<file path="config.mk">
export PLATFORM = sky130hd
export DESIGN_NAME = phase_sync_io
export DESIGN_NICKNAME = d
export VERILOG_FILES = /design/src/rtl/phase_sync_pkg.sv /design/src/rtl/phase_sync_io.sv
export VERILOG_INCLUDE_DIRS = /design/src /design/src/rtl
export SDC_FILE = /design/constraint.sdc
export NUM_CORES = 2
export LEC_CHECK = 0
export ABC_AREA = 1
export BUFFER_PORTS_ARGS = -buffer_cell sky130_fd_sc_hd__buf_2
export CAP_MARGIN = 15
export CORE_AREA = 3 3 231 346
export DETAILED_ROUTE_END_ITERATION = 10
export DIE_AREA = 0 0 234 349
export GPL_ROUTABILITY_DRIVEN = 0
export PLACE_DENSITY = 0.66
export SETUP_SLACK_MARGIN = 0.3
export SLEW_MARGIN = 25
export SYNTH_ARGS = -nofsm -noshare
export SYNTH_HDL_FRONTEND = slang
export SYNTH_SLANG_ARGS = --single-unit
</file>
<file path="constraint.sdc">
create_clock -name ref_clk -period 19.6 [get_ports ref_clk]
set_input_delay 1.96 -clock ref_clk [delete_from_list [all_inputs] [get_ports ref_clk]]
set_output_delay 1.96 -clock ref_clk [all_outputs]
set_load 0.01 [all_outputs]
</file>
<file path="src/rtl/phase_sync_consts.svh">
`ifndef PHASE_SYNC_CONSTS_SVH
`define PHASE_SYNC_CONSTS_SVH
// Operation
// RL1 - phase A generator follows sync reference
// RL2 - programmable phase offset to reference
// RL3 - acquisition time before reporting synced
// RL4 - software reads lock status
// RL5 - lock only within setpoint plus range
// RL6 - loop period clamped to capture window
// RL7 - sync sampled on rising edge, 15-5000Hz
// RL8 - speed setting scales tracking rate
// RL9 - synced shown 1s of 3s
// RL10 - strobe on transient start
// RL11 - strobe on output relay change
// RL12 - strobe on any parameter change
// RL13 - transient strobe lasts 190us
// RL14 - relay/param strobe lasts 2ms
// RL15 - phase sync pulse at zero crossing
// RL16 - phase sync width 3us to 100000us
// RL17 - phase sync polarity and 50% mode
// RL18 - software sets setpoint near reference
// RL19 - armed transient starts on trigger edge
// RL20 - strobe not shortened by new events
// RL21 - unlock on lost edges, change visible

// ==========================================
// clock and counter widths
`define CLK_HZ          25000000
`define CLK_PER_US      (`CLK_HZ / 1000000)
`define CLK_PER_MS      (`CLK_HZ / 1000)
`define PW              22
`define DW              27
`define SW              16

// ==========================================
// register map
`define A_CTRL          8'h00
`define A_FSET          8'h04
`define A_RANGE         8'h08
`define A_PHOFF         8'h0c
`define A_SPEED         8'h10
`define A_PSW           8'h14
`define A_STATUS        8'h18
`define A_CMD           8'h1c
`define A_MEAS          8'h20
`define B_LOCKED        0
`define B_LOCK_CHG      1
`define B_TR_WAIT       2
`define B_RUN           0
`define B_STOP          1

// ==========================================
// reset values and timing
`define FSET_DEF_HZ     60
`define RANGE_DEF_HZ    10
`define SPEED_BASE      3'h7
`define LOCK_EDGES      4'h8
`define LOCK_TOL        24'sh000040
`define STROBE_TR_US    190
`define STROBE_LONG_US  2000
`define DISP_PERIOD_MS  3000
`define DISP_ON_MS      1000
`define PSW_MIN_US      22'h000003
`define PSW_MAX_US      22'h0186a0
`define PSW_DEF_US      17'h003e8
`endif

</file>
<file path="src/rtl/phase_sync_pkg.sv">
`include "phase_sync_consts.svh"
package phase_sync_pkg;
    typedef enum logic [1:0] {LK_OFF, LK_ACQ, LK_SYNC} lock_t;

    typedef struct packed {
        logic trig_mode;
        logic psync_auto;
        logic psync_pol;
        logic psync_en;
        logic str_param;
        logic str_relay;
        logic str_tran;
        logic sync_en;
    } ctrl_t;

    typedef struct packed {
        logic [7:0]  addr;
        logic [31:0] wdata;
        logic        wr;
        logic        rd;
    } bus_req_t;

    typedef struct packed {
        ctrl_t            ctrl;
        logic [`PW-1:0]   fset;
        logic [`PW-1:0]   frange;
        logic [`PW-1:0]   phoff;
        logic [2:0]       speed;
        logic [16:0]      psw_us;
        logic [2:0]       sin;
        logic [2:0]       tin;
        logic [`PW-1:0]   ref_cnt;
        logic [`PW-1:0]   meas;
        logic [`PW-1:0]   period;
        logic [`PW-1:0]   phase;
        lock_t            lock;
        logic [3:0]       good;
        logic             lock_chg;
        logic [`DW-1:0]   disp_cnt;
        logic             show_sync;
        logic             show_unsync;
        logic             tr_wait;
        logic             tr_start;
        logic [`SW-1:0]   str_cnt;
        logic             strobe;
        logic [`PW-1:0]   ps_cnt;
        logic             ps_act;
        logic             ps_out;
        logic             zero;
        logic [31:0]      rdata;
    } state_t;
endpackage : phase_sync_pkg

</file>
<file path="src/rtl/phase_sync_io.sv">
`timescale 1ns/1ps
`default_nettype none
`include "phase_sync_consts.svh"
module phase_sync_io
    import phase_sync_pkg::*;
#(
    parameter int STROBE_TR_CYC   = `STROBE_TR_US * `CLK_PER_US,
    parameter int STROBE_LONG_CYC = `STROBE_LONG_US * `CLK_PER_US,
    parameter int DISP_PERIOD_CYC = `DISP_PERIOD_MS * `CLK_PER_MS,
    parameter int DISP_ON_CYC     = `DISP_ON_MS * `CLK_PER_MS
) (
    input  wire logic            ref_clk,
    input  wire logic            nrst,
    input  wire bus_req_t        bus,
    output var  logic [31:0]     rdata,
    input  wire logic            sync_in,
    input  wire logic            trig_in,
    input  wire logic            relay_change,
    input  wire logic            param_change,
    output var  logic            strobe_out,
    output var  logic            psync_out,
    output var  logic [`PW-1:0]  wave_phase,
    output var  logic [`PW-1:0]  wave_period,
    output var  logic            phase_a_zero,
    output var  logic            transient_start,
    output var  logic            show_synced,
    output var  logic            show_unsynced
);
    // ==========================================
    // elaboration checks
    if (STROBE_TR_CYC < 1 || STROBE_TR_CYC >= (1 << `SW) ||
        STROBE_LONG_CYC < 1 || STROBE_LONG_CYC >= (1 << `SW))
        $error("strobe width does not fit its counter");
    if (DISP_ON_CYC < 1 || DISP_PERIOD_CYC <= DISP_ON_CYC ||
        DISP_PERIOD_CYC >= (1 << `DW))
        $error("display timing out of range");

    localparam logic [`PW-1:0] FSET_DEF =
        `PW'(`CLK_HZ / `FSET_DEF_HZ);
    localparam logic [`PW-1:0] RANGE_DEF = `PW'(`CLK_HZ / `FSET_DEF_HZ
        - `CLK_HZ / (`FSET_DEF_HZ + `RANGE_DEF_HZ));

    // ==========================================
    // helpers
    function automatic logic [`PW-1:0] clamp(
        input logic [`PW-1:0] v,
        input logic [`PW-1:0] lo,
        input logic [`PW-1:0] hi
    );
        if (v < lo)
            return lo;
        else if (v > hi)
            return hi;
        else
            return v;
    endfunction : clamp

    function automatic state_t rst_state();
        state_t r;
        r = '0;
        r.fset   = FSET_DEF;
        r.period = FSET_DEF;
        r.frange = RANGE_DEF;
        r.psw_us = `PSW_DEF_US;
        r.lock   = LK_OFF;
        return r;
    endfunction : rst_state

    state_t s;
    state_t n;

    logic                   ref_edge;
    logic                   trig_edge;
    logic [`PW-1:0]         lo;
    logic [`PW-1:0]         hi;
    logic [2:0]             shift;
    logic signed [23:0]     diff;
    logic signed [23:0]     err;
    logic signed [23:0]     half;
    logic signed [23:0]     ph;
    logic                   good_edge;
    logic                   ev_tran;
    logic                   ev_long;
    logic [`PW-1:0]         pw_cyc;

    // ==========================================
    // next state
    always_comb begin
        n           = s;
        n.zero      = 1'b0;
        n.tr_start  = 1'b0;
        n.rdata     = '0;
        diff        = '0;
        err         = '0;
        good_edge   = 1'b0;
        // pins pass two flops before use
        n.sin       = {s.sin[1:0], sync_in};
        n.tin       = {s.tin[1:0], trig_in};
        ref_edge    = s.sin[1] & ~s.sin[2]; // RL7
        trig_edge   = s.tin[1] & ~s.tin[2];
        lo          = s.fset - s.frange;
        hi          = s.fset + s.frange;
        shift       = `SPEED_BASE - s.speed; // RL8
        half        = $signed({3'b0, s.period[`PW-1:1]});

        // ---- register writes
        if (bus.wr) begin
            if (bus.addr == `A_CTRL) begin
                n.ctrl = ctrl_t'(bus.wdata[7:0]);
            end else if (bus.addr == `A_FSET) begin
                n.fset = bus.wdata[`PW-1:0];
            end else if (bus.addr == `A_RANGE) begin
                n.frange = bus.wdata[`PW-1:0]; // RL5
            end else if (bus.addr == `A_PHOFF) begin
                n.phoff = bus.wdata[`PW-1:0]; // RL2
            end else if (bus.addr == `A_SPEED) begin
                n.speed = bus.wdata[2:0]; // RL8
            end else if (bus.addr == `A_PSW) begin
                n.psw_us = bus.wdata[16:0]; // RL16
            end else if (bus.addr == `A_STATUS) begin
                if (bus.wdata[`B_LOCK_CHG])
                    n.lock_chg = 1'b0;
            end else if (bus.addr == `A_CMD) begin
                if (bus.wdata[`B_STOP]) begin
                    n.tr_wait = 1'b0;
                end else if (bus.wdata[`B_RUN]) begin
                    if (s.ctrl.trig_mode)
                        n.tr_wait = 1'b1; // RL19
                    else
                        n.tr_start = 1'b1;
                end
            end
        end

        // ---- register reads, data one cycle later
        if (bus.rd) begin
            if (bus.addr == `A_CTRL) begin
                n.rdata[7:0] = s.ctrl;
            end else if (bus.addr == `A_FSET) begin
                n.rdata[`PW-1:0] = s.fset;
            end else if (bus.addr == `A_RANGE) begin
                n.rdata[`PW-1:0] = s.frange;
            end else if (bus.addr == `A_PHOFF) begin
                n.rdata[`PW-1:0] = s.phoff;
            end else if (bus.addr == `A_SPEED) begin
                n.rdata[2:0] = s.speed;
            end else if (bus.addr == `A_PSW) begin
                n.rdata[16:0] = s.psw_us;
            end else if (bus.addr == `A_STATUS) begin
                n.rdata[`B_LOCKED]   = (s.lock == LK_SYNC); // RL4
                n.rdata[`B_LOCK_CHG] = s.lock_chg;
                n.rdata[`B_TR_WAIT]  = s.tr_wait;
            end else if (bus.addr == `A_MEAS) begin
                n.rdata[`PW-1:0] = s.meas;
            end
        end

        // ---- transient trigger
        if (s.tr_wait && s.ctrl.trig_mode && trig_edge) begin
            n.tr_wait  = 1'b0; // RL19
            n.tr_start = 1'b1;
        end

        // ---- phase A generator, one count per clock
        ph = $signed({2'b0, s.phase}) + 24'sd1;
        n.ref_cnt = (&s.ref_cnt) ? s.ref_cnt : s.ref_cnt + 1'b1;
        if (!s.ctrl.sync_en) begin
            n.period = s.fset;
            n.lock   = LK_OFF;
            n.good   = '0;
        end else begin
            if (s.lock == LK_OFF)
                n.lock = LK_ACQ; // RL3
            if (ref_edge) begin
                n.meas    = s.ref_cnt + 1'b1;
                n.ref_cnt = '0;
                if (n.meas >= lo && n.meas <= hi) begin // RL5
                    diff = $signed({2'b0, n.meas})
                         - $signed({2'b0, s.period});
                    n.period = clamp(
                        `PW'(s.period + `PW'(diff >>> shift)),
                        lo, hi); // RL6
                    err = $signed({2'b0, s.phoff})
                        - $signed({2'b0, s.phase}); // RL2
                    if (err > half)
                        err = err - $signed({2'b0, s.period});
                    else if (err < -half)
                        err = err + $signed({2'b0, s.period});
                    ph = ph + (err >>> shift); // RL1
                    good_edge = (err < `LOCK_TOL)
                             && (err > -`LOCK_TOL);
                end
                if (!good_edge) begin
                    n.lock = LK_ACQ; // RL21
                    n.good = '0;
                end else if (s.good == `LOCK_EDGES - 4'h1) begin
                    n.lock = LK_SYNC; // RL3
                end else begin
                    n.good = s.good + 4'h1;
                end
            end else if (s.ref_cnt > hi) begin
                // no edge inside the window: reference lost
                n.lock    = LK_ACQ; // RL21
                n.good    = '0;
                n.ref_cnt = '0;
            end
            n.period = clamp(n.period, lo, hi); // RL6
        end
        if (ph < 0) begin
            ph = ph + $signed({2'b0, n.period});
        end else if (ph >= $signed({2'b0, n.period})) begin
            ph     = ph - $signed({2'b0, n.period});
            // a shrunken period can leave the count past the end
            if (ph >= $signed({2'b0, n.period}))
                ph = '0;
            n.zero = 1'b1; // RL15
        end
        n.phase = ph[`PW-1:0];

        // set beats a same-cycle software clear
        if ((n.lock == LK_SYNC) != (s.lock == LK_SYNC))
            n.lock_chg = 1'b1; // RL21

        // ---- status indicator
        if (s.lock == LK_SYNC) begin
            n.disp_cnt = (s.disp_cnt == `DW'(DISP_PERIOD_CYC - 1))
                       ? '0 : s.disp_cnt + 1'b1;
            n.show_sync = (s.disp_cnt < `DW'(DISP_ON_CYC)); // RL9
        end else begin
            n.disp_cnt  = '0;
            n.show_sync = 1'b0;
        end
        n.show_unsync = s.ctrl.sync_en && (s.lock != LK_SYNC); // RL9

        // ---- function strobe
        ev_tran = s.tr_start && s.ctrl.str_tran; // RL10
        ev_long = (relay_change && s.ctrl.str_relay) // RL11
               || (param_change && s.ctrl.str_param); // RL12
        if (s.strobe) begin
            // events during a pulse are dropped, never restart it
            if (s.str_cnt == '0)
                n.strobe = 1'b0; // RL20
            else
                n.str_cnt = s.str_cnt - 1'b1;
        end else if (ev_long) begin
            n.strobe  = 1'b1;
            n.str_cnt = `SW'(STROBE_LONG_CYC - 1); // RL14
        end else if (ev_tran) begin
            n.strobe  = 1'b1;
            n.str_cnt = `SW'(STROBE_TR_CYC - 1); // RL13
        end

        // ---- phase sync output
        pw_cyc = `PW'(clamp({5'b0, s.psw_us}, `PSW_MIN_US,
                 `PSW_MAX_US) * `CLK_PER_US); // RL16
        if (!s.ctrl.psync_en) begin
            n.ps_act = 1'b0;
        end else if (s.ctrl.psync_auto) begin
            n.ps_act = (n.phase < {1'b0, n.period[`PW-1:1]}); // RL17
        end else if (n.zero) begin
            n.ps_act = 1'b1; // RL15
            n.ps_cnt = pw_cyc - 1'b1;
        end else if (s.ps_act) begin
            if (s.ps_cnt == '0)
                n.ps_act = 1'b0;
            else
                n.ps_cnt = s.ps_cnt - 1'b1;
        end
        n.ps_out = n.ps_act ^ s.ctrl.psync_pol; // RL17
    end

    // ==========================================
    // state register
    always_ff @(posedge ref_clk or negedge nrst) begin
        if (!nrst)
            s <= rst_state();
        else
            s <= n;
    end

    // ==========================================
    // outputs, all from flops
    assign rdata           = s.rdata;
    assign strobe_out      = s.strobe;
    assign psync_out       = s.ps_out;
    assign wave_phase      = s.phase; // RL1
    assign wave_period     = s.period;
    assign phase_a_zero    = s.zero;
    assign transient_start = s.tr_start;
    assign show_synced     = s.show_sync;
    assign show_unsynced   = s.show_unsync;
endmodule : phase_sync_io
`default_nettype wire

</file>
==> impl_metrics.env <==
export IMPL_start_util=0.447
export IMPL_ys_warnings_count=0
export IMPL_grt_usage=0.281
export IMPL_start_kind="flop"
export IMPL_final_nets=5506
export IMPL_area_delta_synth_final_pct=6.15
export IMPL_hold_path_class="reg -> reg"
export IMPL_dominantRegCellSynth="dfrtp_1"
export IMPL_drcViolationCount=0
export IMPL_crit_top_cell="nand2_1"
export IMPL_crit_path_top_delay_cell="a211oi_1"
export IMPL_cts_max_path_buffers=3
export IMPL_slowest_delay_ps=890
export IMPL_critPathBufInv=10
export IMPL_dp_slack_ps=1630
export IMPL_postLayoutCellArea_sq_um=36700
export IMPL_reg2reg_to="psync_out"
export IMPL_fillers=7874
export IMPL_fmax_mhz=56.2
export IMPL_core_area_sq_um=77400
export IMPL_fin_skew_ps=12.9
export IMPL_syn_inst=4928
export IMPL_rrSetupSlack_ps=1800
export IMPL_drt_initial_drc_count=2148
export IMPL_endpoint="psync_out"
export IMPL_setup_tns_ps=0
export IMPL_syn_avg_cell_area_sq_um=7.02
export IMPL_cp_max_fo=27
export IMPL_hpwl_um=95600
export IMPL_relSlewSlack=0.182
export IMPL_finalHoldViolCount=0
export IMPL_cp_startpoint="s[178]"
export IMPL_tightestPinTransition_ps=1220
export IMPL_wl_per_cell_um=19.6
export IMPL_crit_arrival_ps=18300
export IMPL_drive_above_1_share=0.0701
export IMPL_cts_buffers=29
export IMPL_synthTopCellsByArea="ha_1 19%, dfrtp_1 19%, nand2_1 9.9%"
export IMPL_cts_root_buf="clkbuf_16"
export IMPL_ir_worst_vdd_uv=127
export IMPL_routed_wirelength_um=117000
export IMPL_rows=125
export IMPL_async_reset_ff_frac=1.00
export IMPL_vias=33300
export IMPL_grt_pass1_vias=32600
export IMPL_cap_violations=0
export IMPL_grt_pass1_wl_um=178000
export IMPL_pin_count=130
export IMPL_power_density_nw_per_um2=183
export IMPL_clk_latency_ps=600
export IMPL_yosys_area_top_type="ha_1"
export IMPL_crit_cells=100
export IMPL_yosys_area_top_type_share=0.189
export IMPL_end_kind="flop"
export IMPL_cts_sinks=290
export IMPL_setup_ws_ps=1800
export IMPL_die_y_um=349
export IMPL_worstPathRequired_ps=20090
export IMPL_status="complete, no violations"
export IMPL_fin_crit_ps=17800
export IMPL_critPathKind="reg -> reg"
export IMPL_via_per_inst=5.59
export IMPL_cp_top_family="compound AO/OA/AOI/OAI gates"
export IMPL_ys_types=74
export IMPL_antenna_found_initial=1
export IMPL_numPlacedInstances=5895
export IMPL_maxSlewViolCount=0
export IMPL_fin_cells=5952
export IMPL_htree_levels=1
export IMPL_rsz0062_at_grt="false"
export IMPL_cts_tree="yes"
export IMPL_worstReg2RegStart="s[178]"
export IMPL_r2r_cells=100
export IMPL_grt_max_degree=134
export IMPL_leakagePower_nw=18.3
export IMPL_cts_clk_slew_worst_paths_ps=70
export IMPL_grt_ovfl_total=0
export IMPL_die_area_sq_um=81700
export IMPL_netlist_area_sq_um=34600
export IMPL_io_buffers=109
export IMPL_fin_crit_sh=0.908
export IMPL_placedInstanceArea_sq_um=35700
export IMPL_synth_seq_cells=290
export IMPL_drt_pass1_iter_count=6
export IMPL_ant_nets=0
export IMPL_setup_violations=0
export IMPL_synth_edf_count=0
export IMPL_seq_area_frac_synth=0.211
export IMPL_die_w_um=234
-- state kept, by name (all words and copies together), names as in the netlist --
| name | count |
|---|---|
| n | 4 |
| phase_a_zero | 1 |
| psync_out | 1 |
| rdata | 22 |
| s | 214 |
| show_synced | 1 |
| show_unsynced | 1 |
| strobe_out | 1 |
| transient_start | 1 |
| wave_period | 22 |
| wave_phase | 22 |
-- per-stage QoR --
step | util | power, mW | hold WS, ps
5_1_grt | 0.475 | 7.43 | 372
3_3_place_gp | 0.461 | 5.95 | 335
2_1_floorplan | - | 4.67 | 331
3_5_place_dp | 0.461 | 6.03 | 343
4_1_cts | 0.474 | 6.65 | 359
6_report | 0.475 | 6.73 | 357
-- synthesized netlist by cell type, types with 14 or more instances --
cell	instances
a211oi_1	21
a21oi_1	468
a221oi_1	15
a22oi_1	28
a31oi_1	34
buf_2	15
buf_4	77
clkbuf_1	106
dfrtp_1	256
dfstp_2	34
fa_1	23
ha_1	523
inv_1	660
inv_2	22
mux2i_1	22
nand2_1	910
nand2_2	20
nand3_1	164
nand4_1	45
nor2_1	385
nor3_1	80
nor4_1	25
o211ai_1	58
o21a_1	18
o21ai_0	397
o21ai_1	53
o21bai_1	22
o221ai_1	14
o22ai_1	18
o31ai_1	23
xnor2_1	44
xor2_1	213
-- power by group --
group | internal (mW) | leakage [nW] | total [mW] | switching [mW]
Combinational | 1.82 | 14.1 | 5.37 | 3.55
Sequential | 0.676 | 3.75 | 0.768 | 0.0920
Clock | 0.329 | 0.478 | 0.590 | 0.261
-- kinds of logic after synthesis --
kind of cell	share of synthesized area
multiplexers	0.00636
other	0.000108
XOR/XNOR	0.0655
AND/OR/NAND/NOR	0.205
adder cells (fa/ha/maj)	0.202
buffers and inverters	0.107
flip-flops	0.211
AO/OA/AOI/OAI	0.203
-- metal layers --
metal	vias up	track usage	wire (um)
li1	16400	-	-
met1	15600	0.310	44400
met2	952	0.492	56100
met3	325	0.0262	5420
met4	0	0.216	10900
met5	-	0	0
-- layout by cell type (no fill, tap or decap), types with 8 or more instances in the layout --
master,count
inv_2,22
nand2_4,8
o21ai_0,396
xnor2_1,43
nor3_1,80
dfrtp_1,255
o21bai_1,22
buf_2,108
nor4_1,24
nor2_1,383
o211ai_1,58
buf_4,44
o221ai_1,14
o22ai_1,18
a22oi_1,28
a21o_1,13
clkinv_2,8
nand3_1,164
ha_1,523
xor2_1,213
conb_1,10
o21a_1,18
nand2_1,910
a211oi_1,21
or2_2,11
clkbuf_16,29
a31oi_1,33
o21ai_1,54
nand2_2,20
o31ai_1,23
a221oi_1,15
nor2_2,9
dfstp_2,34
fa_1,23
inv_1,659
nand4_1,45
a21oi_1,468
mux2i_1,22
-- area by class of cell --
class                           instances  area, sq um  share of cell area
Antenna cell                            1         2.50           0.0000681
Clock buffer                           39          803              0.0219
Clock inverter                         15          173             0.00470
Inverter                              689         2600              0.0707
Multi-Input combinational cell       3747        23700               0.644
Sequential cell                       290         7300               0.199
Tap cell                             1016         1270              0.0346
Timing Repair Buffer                  155          917              0.0250
-- worst min-delay path by stage --
stage	from	end	slack [ps]	cells after the start
5_1_grt	n[204]	n[205]	370	0
6_report	n[204]	n[205]	360	0
2_1_floorplan	n[201]	n[202]	330	0
4_1_cts	n[204]	n[205]	360	0
3_3_place_gp	n[204]	n[205]	330	0
3_5_place_dp	n[204]	n[205]	340	0
-- repair_timing --
item	4_1_cts	5_1_grt
setup buffers	0	2
resized for setup	0	5
hold buffers	0	0
setup endpoints to repair	0	2
No activity file was read; power rests on OpenSTA's default activity.
